## config.mk

```make
export PLATFORM = sky130hd
export DESIGN_NAME = hps_ctrl
export DESIGN_NICKNAME = d
export VERILOG_FILES = /design/src/rtl/hps_pkg.sv /design/src/rtl/hps_sync.sv /design/src/rtl/hps_deglitch.sv /design/src/rtl/hps_ctrl.sv
export VERILOG_INCLUDE_DIRS = /design/src /design/src/rtl
export SDC_FILE = /design/constraint.sdc
export NUM_CORES = 1
export LEC_CHECK = 0
export BUFFER_PORTS_ARGS = -buffer_cell sky130_fd_sc_hd__buf_2
export CAP_MARGIN = 20
export CORE_ASPECT_RATIO = 0.5
export CORE_MARGIN = 2
export CORE_UTILIZATION = 50
export DETAILED_ROUTE_END_ITERATION = 7
export PLACE_DENSITY = 0.68
export SYNTH_ARGS = -nofsm -noshare
export SYNTH_HDL_FRONTEND = slang
export SYNTH_HIERARCHICAL = 1
export SYNTH_SLANG_ARGS = --single-unit
```

## constraint.sdc

```tcl
create_clock -name mclk -period 2.5 [get_ports mclk]
set_input_delay 0.5 -clock mclk [delete_from_list [all_inputs] [get_ports mclk]]
set_output_delay 0.5 -clock mclk [all_outputs]
set_load 0.05 [all_outputs]
```

## src/rtl/hps_defines.svh

```systemverilog
// Register map, field positions, reset values and timing constants.
`ifndef HPS_DEFINES_SVH
`define HPS_DEFINES_SVH

// Command codes of the register set.
`define HPS_REG_RSVD0    3'h0
`define HPS_REG_RSVD1    3'h1
`define HPS_REG_CTRL_A   3'h2
`define HPS_REG_CTRL_B   3'h3
`define HPS_REG_STAT_A   3'h4
`define HPS_REG_STAT_B   3'h5
`define HPS_REG_COMMON   3'h6
`define HPS_REG_FUNC     3'h7

// Slot control fields.
`define HPS_CT_AUXPG     7
`define HPS_CT_MAINPG    6
`define HPS_CT_INHIB     2
`define HPS_CT_MAINEN    1
`define HPS_CT_AUXEN     0

// Slot status fields.
`define HPS_ST_SUM       7
`define HPS_ST_MAIN      6
`define HPS_ST_AUX       5
`define HPS_ST_AUXF      4
`define HPS_ST_12F       2
`define HPS_ST_3F        0

// Common status fields.
`define HPS_CS_GPI_HI    7
`define HPS_CS_GPI_LO    4
`define HPS_CS_MASK      3
`define HPS_CS_UV        2
`define HPS_CS_OT        1

// Special function fields, reset value and writable bits.
`define HPS_FN_SAFE_B    5
`define HPS_FN_SAFE_A    4
`define HPS_FN_RESET     8'h0d
`define HPS_FN_WMASK     8'hcc

// Fixed upper address bits of the 7-bit bus address.
`define HPS_ADDR_HI      4'h8

// Timing: clock rate and the general input deglitch interval.
`define HPS_CLK_MHZ      200
`define HPS_DGL_MS       5
`define HPS_DGL_CYCLES   (`HPS_DGL_MS * `HPS_CLK_MHZ * 1000)
`define HPS_DGL_W        20

`endif

```

## src/rtl/hps_pkg.sv

```systemverilog
// Types shared by the hot plug slot controller files.
package hps_pkg;

  // Conditions reported by the analog part of one slot.
  typedef struct packed {
    logic aux_oc;
    logic rail_twelve_oc;
    logic rail_three_oc;
    logic aux_pg;
    logic main_pg;
    logic aux_supply_uv;
    logic main_uv;
    logic below_low;
    logic thermal_level_one;
  } hps_slot_cond_t;

  // One register write taken from the serial bus.
  typedef struct packed {
    logic [2:0] cmd;
    logic [7:0] data;
  } hps_wr_t;

  // Serial bus slave states.
  typedef enum logic [2:0] {
    S_IDLE, S_ADDR, S_CMD, S_WDATA, S_ACK, S_TX, S_RACK
  } hps_bus_state_t;

endpackage

```

## src/rtl/hps_sync.sv

```systemverilog
// Two-stage synchroniser for a group of asynchronous levels.
`timescale 1ns/100ps
`default_nettype none
module hps_sync
  import hps_pkg::*;
#(
  parameter int W = 1
) (
  // Clock and control
  input  wire logic         mclk,
  input  wire logic         resetn,
  input  wire logic         ce,
  // Levels
  input  wire logic [W-1:0] d,
  output logic      [W-1:0] q
);

  logic [W-1:0] meta_reg;

  // The first stage feeds only the second one.
  always_ff @(posedge mclk) begin
    if (!resetn) begin
      meta_reg <= '0;
      q        <= '0;
    end else if (ce) begin
      meta_reg <= d;
      q        <= meta_reg;
    end
  end

endmodule
`default_nettype wire

```

## src/rtl/hps_deglitch.sv

```systemverilog
// Deglitch filter: the output follows a level only after it held steady.
`timescale 1ns/100ps
`default_nettype none
`include "hps_defines.svh"
module hps_deglitch
  import hps_pkg::*;
#(
  parameter int CYCLES = `HPS_DGL_CYCLES
) (
  // Clock and control
  input  wire logic mclk,
  input  wire logic resetn,
  input  wire logic ce,
  // Level in and filtered level out
  input  wire logic din,
  output logic      dout
);

  logic [`HPS_DGL_W-1:0] cnt_reg;

  // A level that differs from the output must hold for the whole interval.
  always_ff @(posedge mclk) begin
    if (!resetn) begin
      cnt_reg <= '0;
      dout    <= 1'b0;
    end else if (ce) begin
      if (din == dout) begin
        cnt_reg <= '0;
      end else if (cnt_reg == `HPS_DGL_W'(CYCLES - 1)) begin
        cnt_reg <= '0;
        dout    <= din;
      end else begin
        cnt_reg <= cnt_reg + `HPS_DGL_W'(1);
      end
    end
  end

endmodule
`default_nettype wire

```

## src/rtl/hps_ctrl.sv

```systemverilog
// Dual hot plug slot controller: fault latching, modes and serial registers.
//
// Overview of operation
// - Interrupt low on power, undervoltage, overtemperature faults.
// - Direct mode: interrupt follows faults, pins clear.
// - Bus mode: mask bit suppresses interrupt, resets zero.
// - Slot status: summary D7, aux D4, 12V D2, 3V D0.
// - Overcurrent flags stay set until one written.
// - Summary bit read-only, clears when flags clear.
// - Common status: undervoltage D2, overtemperature D1.
// - Written one clears on next read, if gone.
// - Force-on powers slot; aux supply undervoltage still cuts aux.
// - Forced outputs survive level one, die at two.
// - Forced slot shows no fault, no power good.
// - Inhibit bit blocks force-on input, resets zero.
// - General inputs are debounced for bus readback.
// - General input bits follow pins after 5 ms.
// - Safe removal bit set when outputs below threshold.
// - Direct mode: pins switch aux and main outputs.
// - Control write selects bus mode until power cycle.
// - Function writes work in direct mode, no switch.
// - Bus mode: summary fault bit reads inactive.
// - Address: fixed upper bits, straps in low three.
// - Serial clock 10 kHz to 400 kHz supported.
// - Command byte selects register codes 00h to 07h.
`timescale 1ns/100ps
`default_nettype none
`include "hps_defines.svh"
module hps_ctrl
  import hps_pkg::*;
#(
  parameter int DGL_CYCLES = `HPS_DGL_CYCLES
) (
  // Clock, reset and clock enable
  input  wire logic                 mclk,
  input  wire logic                 resetn,
  input  wire logic                 ce,
  // Serial bus pins and address straps
  input  wire logic                 scl,
  input  wire logic                 sda_i,
  output logic                      sda_o,
  output logic                      sda_oe,
  input  wire logic [2:0]           address_straps,
  // Slot control pins, index 0 is slot A
  input  wire logic [1:0]           main_power_pin,
  input  wire logic [1:0]           aux_enable_pin,
  input  wire logic [1:0]           force_on_n,
  input  wire logic [3:0]           general_input,
  // Analog conditions
  input  wire hps_slot_cond_t [1:0] slot_cond,
  input  wire logic                 thermal_level_two,
  // Slot outputs
  output logic [1:0]                aux_on,
  output logic [1:0]                main_on,
  output logic [1:0]                slot_fault_n,
  output logic [1:0]                power_good_out,
  output logic [1:0]                aux_ilim_sel,
  output logic [1:0]                main_ilim_sel,
  output logic                      irq_n
);

  localparam int NS = 34;

  // Synchronised copies of every pin.
  logic [NS-1:0]        raw;
  logic [NS-1:0]        syn;
  logic                 scl_s;
  logic                 sda_s;
  logic [2:0]           straps_s;
  logic [1:0]           mpin_s;
  logic [1:0]           apin_s;
  logic [1:0]           fon_n_s;
  logic [3:0]           gpi_s;
  hps_slot_cond_t [1:0] cond_s;
  logic                 t2_s;
  logic [3:0]           gpi_dg;

  assign raw = {scl, sda_i, address_straps, main_power_pin, aux_enable_pin,
                force_on_n, general_input, slot_cond, thermal_level_two};
  assign {scl_s, sda_s, straps_s, mpin_s, apin_s, fon_n_s, gpi_s, cond_s,
          t2_s} = syn;

  // All pins are asynchronous to mclk; 200 MHz oversamples 400 kHz well.
  hps_sync #(.W(NS)) u_sync (
    .mclk   (mclk),
    .resetn (resetn),
    .ce     (ce),
    .d      (raw),
    .q      (syn)
  );

  // One deglitch filter per general input.
  for (genvar g = 0; g < 4; g++) begin : g_dgl
    hps_deglitch #(.CYCLES(DGL_CYCLES)) u_dgl (
      .mclk   (mclk),
      .resetn (resetn),
      .ce     (ce),
      .din    (gpi_s[g]),
      .dout   (gpi_dg[g])
    );
  end

  // Register state.
  logic                 smbus_mode_reg;
  logic [2:0]           ctrl_reg [2];
  logic                 mask_reg;
  logic [7:0]           func_reg;
  logic [2:0]           flag_reg [2];
  logic [2:0]           echo_st_reg [2];
  logic                 uv_flag_reg;
  logic                 ot_flag_reg;
  logic [1:0]           echo_cs_reg;
  logic [2:0]           trip_reg [2];
  // Bus side strobes.
  hps_wr_t              wr_reg;
  logic                 wr_stb_reg;
  logic [2:0]           cmd_reg;
  logic                 rd_stb_reg;

  // Effective enables, forcing and live conditions per slot.
  logic [1:0] aux_en;
  logic [1:0] main_en;
  logic [1:0] forced;
  logic [2:0] trip_set [2];
  logic [1:0] summary;
  logic       uv_live;
  logic       any_trip;
  logic       any_flag;

  always_comb begin
    uv_live  = 1'b0;
    any_trip = 1'b0;
    any_flag = uv_flag_reg | ot_flag_reg;
    for (int s = 0; s < 2; s++) begin
      // Direct mode follows pins, bus mode follows control bits.
      aux_en[s]  = smbus_mode_reg ? ctrl_reg[s][`HPS_CT_AUXEN]
                                  : apin_s[s];
      main_en[s] = smbus_mode_reg ? ctrl_reg[s][`HPS_CT_MAINEN]
                                  : mpin_s[s];
      forced[s]  = !fon_n_s[s] && !ctrl_reg[s][`HPS_CT_INHIB];
      trip_set[s] = {aux_en[s] && cond_s[s].aux_oc,
                     main_en[s] && cond_s[s].rail_twelve_oc,
                     main_en[s] && cond_s[s].rail_three_oc};
      summary[s] = |flag_reg[s] && !smbus_mode_reg;
      uv_live    = uv_live | (main_en[s] && cond_s[s].main_uv);
      any_trip   = any_trip | (|trip_reg[s]);
      any_flag   = any_flag | (|flag_reg[s]);
    end
  end

  // Trips latch while the enable is on; turning it off removes the fault.
  always_ff @(posedge mclk) begin
    if (!resetn) begin
      trip_reg[0] <= '0;
      trip_reg[1] <= '0;
    end else if (ce) begin
      for (int s = 0; s < 2; s++) begin
        trip_reg[s][2]   <= aux_en[s] && (trip_reg[s][2] || trip_set[s][2]);
        trip_reg[s][1:0] <= main_en[s] ? (trip_reg[s][1:0] | trip_set[s][1:0])
                                       : 2'b00;
      end
    end
  end

  // Slot output switching; the die limit beats everything, forced or not.
  always_ff @(posedge mclk) begin
    if (!resetn) begin
      aux_on         <= '0;
      main_on        <= '0;
      slot_fault_n   <= '1;
      power_good_out <= '0;
    end else if (ce) begin
      for (int s = 0; s < 2; s++) begin
        aux_on[s]  <= !t2_s && !cond_s[s].aux_supply_uv &&
                      (forced[s] || (aux_en[s] && !trip_reg[s][2]));
        main_on[s] <= !t2_s && (forced[s] || (main_en[s] &&
                      !(|trip_reg[s][1:0]) && !cond_s[s].aux_supply_uv));
        // Forced slots report neither fault nor power good.
        slot_fault_n[s]   <= forced[s] || !(|trip_reg[s]);
        power_good_out[s] <= !forced[s] && main_on[s] &&
                             cond_s[s].main_pg;
      end
    end
  end

  // Interrupt: live faults in direct mode, sticky flags under the mask.
  always_ff @(posedge mclk) begin
    if (!resetn) begin
      irq_n <= 1'b1;
    end else if (ce) begin
      if (smbus_mode_reg) begin
        irq_n <= !(any_flag && !mask_reg);
      end else begin
        irq_n <= !(any_trip || uv_live || t2_s);
      end
    end
  end

  // Mode, control, mask and function registers.
  always_ff @(posedge mclk) begin
    if (!resetn) begin
      smbus_mode_reg <= 1'b0;
      ctrl_reg[0]    <= '0;
      ctrl_reg[1]    <= '0;
      mask_reg       <= 1'b0;
      func_reg       <= `HPS_FN_RESET;
    end else if (ce && wr_stb_reg) begin
      unique case (wr_reg.cmd)
        `HPS_REG_CTRL_A, `HPS_REG_CTRL_B: begin
          ctrl_reg[wr_reg.cmd[0]] <= wr_reg.data[2:0];
          smbus_mode_reg          <= 1'b1;
        end
        `HPS_REG_COMMON: mask_reg <= wr_reg.data[`HPS_CS_MASK];
        `HPS_REG_FUNC: begin
          func_reg <= (wr_reg.data & `HPS_FN_WMASK) |
                      (`HPS_FN_RESET & ~`HPS_FN_WMASK);
        end
        default: ;
      endcase
    end
  end

  assign aux_ilim_sel  = func_reg[7:6];
  assign main_ilim_sel = func_reg[3:2];

  // Sticky flags: written ones arm a clear that the next read performs
  // only where the fault has gone; a new set always wins.
  logic [2:0] st_clr [2];
  logic [1:0] cs_clr;
  always_comb begin
    for (int s = 0; s < 2; s++) begin
      st_clr[s] = (rd_stb_reg && cmd_reg == (`HPS_REG_STAT_A | 3'(s)))
                  ? (echo_st_reg[s] & ~trip_reg[s]) : 3'b000;
    end
    cs_clr = (rd_stb_reg && cmd_reg == `HPS_REG_COMMON)
             ? (echo_cs_reg & ~{uv_live, t2_s}) : 2'b00;
  end

  always_ff @(posedge mclk) begin
    if (!resetn) begin
      flag_reg[0]    <= '0;
      flag_reg[1]    <= '0;
      echo_st_reg[0] <= '0;
      echo_st_reg[1] <= '0;
      uv_flag_reg    <= 1'b0;
      ot_flag_reg    <= 1'b0;
      echo_cs_reg    <= '0;
    end else if (ce) begin
      for (int s = 0; s < 2; s++) begin
        flag_reg[s] <= trip_reg[s] | (flag_reg[s] & ~st_clr[s]);
        if (rd_stb_reg && cmd_reg == (`HPS_REG_STAT_A | 3'(s))) begin
          echo_st_reg[s] <= '0;
        end else if (wr_stb_reg &&
                     wr_reg.cmd == (`HPS_REG_STAT_A | 3'(s))) begin
          echo_st_reg[s] <= echo_st_reg[s] | {wr_reg.data[`HPS_ST_AUXF],
                            wr_reg.data[`HPS_ST_12F],
                            wr_reg.data[`HPS_ST_3F]};
        end
      end
      uv_flag_reg <= uv_live | (uv_flag_reg & ~cs_clr[1]);
      ot_flag_reg <= t2_s | (ot_flag_reg & ~cs_clr[0]);
      if (rd_stb_reg && cmd_reg == `HPS_REG_COMMON) begin
        echo_cs_reg <= '0;
      end else if (wr_stb_reg && wr_reg.cmd == `HPS_REG_COMMON) begin
        echo_cs_reg <= echo_cs_reg | {wr_reg.data[`HPS_CS_UV],
                                      wr_reg.data[`HPS_CS_OT]};
      end
    end
  end

  // Read value of the selected register; reserved bits read zero except function bit 0, which reads one.
  logic [7:0] rd_val;
  always_comb begin
    rd_val = 8'h00;
    unique case (cmd_reg)
      `HPS_REG_CTRL_A, `HPS_REG_CTRL_B: begin
        rd_val[2:0] = ctrl_reg[cmd_reg[0]];
        rd_val[`HPS_CT_AUXPG]  = aux_en[cmd_reg[0]] &&
                                 cond_s[cmd_reg[0]].aux_pg;
        rd_val[`HPS_CT_MAINPG] = main_en[cmd_reg[0]] &&
                                 cond_s[cmd_reg[0]].main_pg;
      end
      `HPS_REG_STAT_A, `HPS_REG_STAT_B: begin
        rd_val[`HPS_ST_SUM]  = summary[cmd_reg[0]];
        rd_val[`HPS_ST_MAIN] = main_on[cmd_reg[0]];
        rd_val[`HPS_ST_AUX]  = aux_on[cmd_reg[0]];
        rd_val[`HPS_ST_AUXF] = flag_reg[cmd_reg[0]][2];
        rd_val[`HPS_ST_12F]  = flag_reg[cmd_reg[0]][1];
        rd_val[`HPS_ST_3F]   = flag_reg[cmd_reg[0]][0];
      end
      `HPS_REG_COMMON: begin
        rd_val[`HPS_CS_GPI_HI:`HPS_CS_GPI_LO] = gpi_dg;
        rd_val[`HPS_CS_MASK] = mask_reg;
        rd_val[`HPS_CS_UV]   = uv_flag_reg;
        rd_val[`HPS_CS_OT]   = ot_flag_reg;
      end
      `HPS_REG_FUNC: begin
        rd_val = func_reg;
        rd_val[`HPS_FN_SAFE_B] = cond_s[1].below_low;
        rd_val[`HPS_FN_SAFE_A] = cond_s[0].below_low;
      end
      default: rd_val = 8'h00;
    endcase
  end

  // Serial bus edges and conditions, seen on the synchronised copies.
  logic scl_d_reg;
  logic sda_d_reg;
  logic scl_rise;
  logic scl_fall;
  logic bus_start;
  logic bus_stop;
  logic [7:0] nb;

  always_ff @(posedge mclk) begin
    if (!resetn) begin
      scl_d_reg <= 1'b1;
      sda_d_reg <= 1'b1;
    end else if (ce) begin
      scl_d_reg <= scl_s;
      sda_d_reg <= sda_s;
    end
  end

  assign scl_rise  = scl_s && !scl_d_reg;
  assign scl_fall  = !scl_s && scl_d_reg;
  assign bus_start = scl_s && scl_d_reg && sda_d_reg && !sda_s;
  assign bus_stop  = scl_s && scl_d_reg && !sda_d_reg && sda_s;

  // Serial slave: address, command, then write data or read data bytes.
  hps_bus_state_t state_reg;
  hps_bus_state_t after_reg;
  logic [7:0]     shift_reg;
  logic [2:0]     cnt_reg;
  logic           ack_reg;
  logic           phase_reg;

  assign nb = {shift_reg[6:0], sda_s};

  // SDA changes a few mclk after SCL falls, inside the low phase.
  always_ff @(posedge mclk) begin
    if (!resetn) begin
      state_reg  <= S_IDLE;
      after_reg  <= S_IDLE;
      shift_reg  <= '0;
      cnt_reg    <= '0;
      ack_reg    <= 1'b0;
      phase_reg  <= 1'b0;
      cmd_reg    <= '0;
      wr_reg     <= '0;
      wr_stb_reg <= 1'b0;
      rd_stb_reg <= 1'b0;
      sda_oe     <= 1'b0;
      sda_o      <= 1'b0;
    end else if (ce) begin
      wr_stb_reg <= 1'b0;
      rd_stb_reg <= 1'b0;
      if (bus_start) begin
        state_reg <= S_ADDR;
        cnt_reg   <= '0;
        sda_oe    <= 1'b0;
      end else if (bus_stop) begin
        state_reg <= S_IDLE;
        sda_oe    <= 1'b0;
      end else begin
        unique case (state_reg)
          S_IDLE: ;
          S_ADDR, S_CMD, S_WDATA: begin
            if (scl_rise) begin
              shift_reg <= nb;
              cnt_reg   <= cnt_reg + 3'h1;
              if (cnt_reg == 3'h7) begin
                state_reg <= S_ACK;
                phase_reg <= 1'b0;
                unique case (state_reg)
                  S_ADDR: begin
                    ack_reg   <= nb[7:1] == {`HPS_ADDR_HI, straps_s};
                    after_reg <= nb[0] ? S_TX : S_CMD;
                  end
                  S_CMD: begin
                    ack_reg   <= nb[7:3] == 5'h00;
                    cmd_reg   <= nb[2:0];
                    after_reg <= S_WDATA;
                  end
                  default: begin
                    ack_reg    <= 1'b1;
                    wr_reg     <= '{cmd: cmd_reg, data: nb};
                    wr_stb_reg <= 1'b1;
                    after_reg  <= S_WDATA;
                  end
                endcase
              end
            end
          end
          S_ACK: begin
            if (scl_fall && !phase_reg) begin
              sda_oe    <= ack_reg;
              phase_reg <= 1'b1;
            end else if (scl_fall) begin
              state_reg <= ack_reg ? after_reg : S_IDLE;
              cnt_reg   <= '0;
              if (ack_reg && after_reg == S_TX) begin
                shift_reg  <= rd_val;
                sda_oe     <= !rd_val[7];
                rd_stb_reg <= 1'b1;
              end else begin
                sda_oe <= 1'b0;
              end
            end
          end
          S_TX: begin
            if (scl_fall) begin
              if (cnt_reg == 3'h7) begin
                sda_oe    <= 1'b0;
                state_reg <= S_RACK;
              end else begin
                shift_reg <= {shift_reg[6:0], 1'b0};
                sda_oe    <= !shift_reg[6];
                cnt_reg   <= cnt_reg + 3'h1;
              end
            end
          end
          S_RACK: begin
            // A master acknowledge asks for the same register again.
            if (scl_rise) begin
              state_reg <= sda_s ? S_IDLE : S_ACK;
              phase_reg <= 1'b1;
              ack_reg   <= 1'b1;
              after_reg <= S_TX;
            end
          end
          default: state_reg <= S_IDLE;
        endcase
      end
    end
  end

  // Checks next to the logic they guard.
  AST_MODE_STICKY: assert property (@(posedge mclk) disable iff (!resetn)
    smbus_mode_reg |=> smbus_mode_reg) else $error("mode fell back");
  AST_FUNC_NO_SWITCH: assert property (@(posedge mclk) disable iff (!resetn)
    ce && wr_stb_reg && wr_reg.cmd == `HPS_REG_FUNC && !smbus_mode_reg
    |=> !smbus_mode_reg) else $error("function write changed mode");
  AST_MASK_QUIET: assert property (@(posedge mclk) disable iff (!resetn)
    ce && smbus_mode_reg && mask_reg |=> irq_n)
    else $error("masked interrupt asserted");
  AST_DIRECT_IRQ: assert property (@(posedge mclk) disable iff (!resetn)
    ce && !smbus_mode_reg && (any_trip || t2_s) |=> !irq_n)
    else $error("fault without interrupt");
  AST_FORCE_HIDES: assert property (@(posedge mclk) disable iff (!resetn)
    ce && forced[0] |=> slot_fault_n[0] && !power_good_out[0])
    else $error("forced slot shows status");
  AST_FORCE_ON: assert property (@(posedge mclk) disable iff (!resetn)
    ce && forced[1] && !t2_s && !cond_s[1].aux_supply_uv
    |=> aux_on[1] && main_on[1]) else $error("forced slot not on");
  AST_T2_OFF: assert property (@(posedge mclk) disable iff (!resetn)
    ce && t2_s |=> aux_on == 2'b00 && main_on == 2'b00)
    else $error("outputs on at thermal level two");
  AST_AUX_UV_OFF: assert property (@(posedge mclk) disable iff (!resetn)
    ce && cond_s[0].aux_supply_uv |=> !aux_on[0])
    else $error("aux on under supply undervoltage");
  AST_FLAG_STICKY: assert property (@(posedge mclk) disable iff (!resetn)
    flag_reg[0][2] && !rd_stb_reg |=> flag_reg[0][2])
    else $error("flag cleared without read");

endmodule
`default_nettype wire

```

; ---- Word-level counts from Yosys, hierarchy flattened
; Memories as Yosys holds them, arrays and structs flattened. A register that Yosys moved wholly into a read port is not among the register bits.
; Cells that the tools add are included.
[op_classes]
addsub = 5
n_lt_le_gt_ge = 1
n_eq_ne = 53
mux = 143
bitwise = 45
reduce_logical = 121
[op_table]
columns = cell, n
row1 = 2-to-1 mux 20 bit, 8
row2 = 2-to-1 mux 3 bit, 32
row3 = "adder 20 x 1 -> 20 bit, second input constant", 4
row4 = "equality test 20 bit, second input constant", 4
row5 = 2-to-1 mux 1 bit, 74
row6 = logical AND 1 bit, 49
row7 = 2-to-1 mux 7 bit, 6
row8 = "equality test 3 bit, second input constant", 13
row9 = "inequality test 4 bit, second input constant", 7
row10 = logical NOT 1 bit, 26
row11 = one-hot mux 7 bit (3 select lines), 1
row12 = AND reduction 7 bit, 3
row13 = "inequality test 2 bit, second input constant", 10
row14 = "equality test 3 x 2 -> 1 bit, second input constant", 6
row15 = "inequality test 3 bit, second input constant", 6
row16 = OR reduction 3 bit, 6
row17 = OR 1 bit, 17
row18 = AND reduction 8 bit, 2
row19 = one-hot mux 3 bit (5 select lines), 1
row20 = 2-to-1 mux 2 bit, 7
row21 = bitwise AND 3 bit, 4
row22 = 2-to-1 mux 6 bit, 2
row23 = inverter 3 bit, 4
row24 = OR 3 bit, 4
row25 = 30 further kinds, 72
[word_totals]
regBits = 208
mem_bits_rw = 24
out_inout_bits = 15
wordCells = 407
mem_count = 4
[memory_table]
columns = memory, depth, width, rd, rd_ports_with_merged_regs, wr, line_no
row1 = ctrl_reg, 2, 3, 3, 1, 2, hps_ctrl.sv:105  ; logic [2:0] ctrl_reg [2];
row2 = echo_st_reg, 2, 3, 2, 0, 2, hps_ctrl.sv:109  ; logic [2:0] echo_st_reg [2];
row3 = flag_reg, 2, 3, 3, 1, 2, hps_ctrl.sv:108  ; logic [2:0] flag_reg [2];
row4 = trip_reg, 2, 3, 2, 0, 2, hps_ctrl.sv:113  ; logic [2:0] trip_reg [2];

; ---- Depth between registers and ports, before layout
; An unclocked memory read counts as a cell.
[depth]
ltp_word = 13
mapped_depth = 8

; ---- Hierarchy
; Netlist, hierarchy kept.
[modules_own_cells]
columns = mod, n_inst, cells_each, area_per_inst_um2, seq_area_each_um2
row1 = hps_deglitch, 4, 137, 1148.6, 420.4
row2 = hps_ctrl, 1, 431, 4117.7, 1841.8
row3 = hps_sync, 1, 219, 2587.5, 1361.3

; ---- Worst setup path after synthesis
; OpenSTA, ideal clock, no wires.
[synth_path]
path_type = reg2reg
start = register, netlist name cnt_reg[0]
end = register shift_reg[1]
setup_time_ns = 0.116
t_arrival_ns = 1.808
required_ns = 2.384
setup_slack_ns = 0.576
path_stages_with_launch = 8
n_path_buf = 1
cell_sequence = dfxtp_1 ha_1 ha_1 a2111o_1 a221oi_4 buf_6 nand3_1 o211a_1
[synth_lines]
columns = element, line_no
row1 = "end signal, assigned", hps_ctrl.sv:370  ; shift_reg <= nb;
row2 = "end signal, assigned", hps_ctrl.sv:403  ; shift_reg <= rd_val;
row3 = "end signal, assigned", hps_ctrl.sv:417  ; shift_reg <= {shift_reg[6:0], 1'b0};
row4 = "end, declared", hps_ctrl.sv:333  ; logic [7:0] shift_reg;

==> results.txt <==
Dpl hpwl: 17.6 mm
Critical Path Start: cnt_reg[0]$_SDFFE_PN0P_
Buf/Inv on CP: 1
Most used cell, CP: ha_1
Flop2flop setup slack: 0.20 ns
Die area: 23,600 sq um
Synth Area per Inst: 9.41 sq um
Max FFs per register: 80
Syn nets: 1,229
Sequential power share: 0.510
Worst-path fanout max: 9
Placed instance count: 1,492
Setup crit end kind: flip-flop
Gr ovfl total: 0
ANT nets after route: 0
Worst EP arrival: 2.68 ns
Grt peak-use layer: met2
Switching pwr: 1.70 mW
Initial antenna violation count: 1
Met2 usage: 0.370
Internal power: 5.83 mW
RSZ-0062 raised after global routing: false
Synth-to-layout area growth: 9.97%
Total Neg Setup Slack: 0 ns
Worst Max-Slew Pin Slew: 0.738 ns
Site Rows: 38
Final worst setup slack: 0.199 ns
Combinational Power Share: 0.053
Startpoint types: flip-flop
Min Clock Period, post-route: 2.30 ns
Final hold vios: 0
Status: finished, final reports clean
F_max: 0.435 GHz
Post-Syn Area: 11,200 sq um
Die Y: 110 um
Final setup vio count: 0
YS warnings: 6
Final instance area: 12,300 sq um
WP data required: 2.88 ns
Share of layout cells above drive strength 1: 0.119
WL per Instance: 16.7 um
Reg-to-Reg Start: cnt_reg[0]$_SDFFE_PN0P_
Slew Limit Fails: 0
Clock slew at reported path FFs: 0.07 ns
Most common cell after layout, fill and taps aside: dfxtp_1
CTS tree: done
Period utilization: 0.920
Commonest cells after routing, fill and taps aside: dfxtp_1 (204), mux2i_1 (114), nor2b_1 (99)
Fin cells: 1,530
H-tree Lvls: 1
Clock share of power: 0.437
DR iter-0 viols: 599
VDD IR max: 0.438 mV
Initial cell density of the core: 0.512
Sink Count: 228
Total length of routed wires: 25.6 mm
Vias: 8,863
Setup repair bufs after CTS: 0
DRC: 0
Clock root cell: clkbuf_16
Tot Pwr: 7.53 mW
Sw frac: 0.226
Placed cell area: 11,600 sq um
Post-CTS Resized: 0
Final Skew: 0.00940 ns
Post-layout util: 0.563
WS Path Type: reg2reg
GPL Wtd Cong: 0.876
Num CTS Buffers: 21
Worst stage delay on the critical path: 0.51 ns
Cells after Synth: 1,186
Clk_lat worst skew: 0.50 ns
Clock Path Buffers: 3
Critical-path cell list: ha_1 > ha_1 > a2111o_1 > a221oi_4 > buf_4 > nand2b_1 > a21boi_0
PwrDens: 614 nW/um^2
LEAKAGE: 4.43 nW
CTS Hold Buffers Added: 0
IO Pins: 52
Met3 Usage GRT: 0.0324
Core ar.: 21,800 sq um
Hold Startpoint: slot_cond[11]
Fin Hold WS: 0.260 ns
Met1 usage: 0.287
Slew margin rel.: 0.507
CP max stage cell: a2111o_1
Vias in the first global route: 8,338
Via density: 5.79
Pre-CTS WS: 0.130 ns
Max Cap Violations: 0
Hold/Removal Path Class: in2reg
Final net count: 1,259
Delay-heaviest family, CP: compound AO/OA/AOI/OAI gates
Global router's overall resource usage: 0.215
Largest net degree at the start of global routing: 55
DRT Pass-1 Iters: 7
IO buf count: 48
Horiz. Die Dim: 215 um
First-pass GRT wire length: 42.1 mm
## metal layers
metal  up-vias  wire length [um]  share of wire
li1       4407                 -              -
met1      4222             12000           0.47
met2       195             11900           0.47
met3        39              1170          0.046
met4         0               515          0.020
met5         -                 0              0
## cell type report
class | instances | area [sq um]
antenna | 1 | 2.50
clock buffer | 32 | 648
clock inverter | 4 | 45.0
fill | 1981 | 9510
inverter | 18 | 67.6
multi-input combinational | 868 | 5830
sequential | 228 | 4800
tap | 300 | 375
timing repair buffer | 79 | 494
## worst min-delay path, stage by stage
cell	delay, ns
buf_2	0.07
mux2i_1	0.06
nor2b_1	0.09
## power by group through the flow
stage               Combinational [mW]  Clock [mW]  Sequential [mW]
finish                           0.397        3.29             3.84
global placement                 0.387           0             3.92
CTS                              0.397        3.34             3.84
detailed placement               0.396           0             3.92
floorplan                        0.276           0             3.92
global route                     0.433        3.50             3.85
## path summary, 6_finish.rpt
| kind | endpoint | cells past startpoint |
|---|---|---|
| setup / recovery | shift_reg[2]$_SDFFE_PN0P_ | 7 |
| hold / removal | u_sync/meta_reg[12]$_SDFFE_PN0P_ | 3 |
| setup reg to reg | shift_reg[2]$_SDFFE_PN0P_ | 7 |
| hold reg to reg | irq_n$_SDFFE_PN1P_ | 1 |
Power figures use the tool's default switching activity.
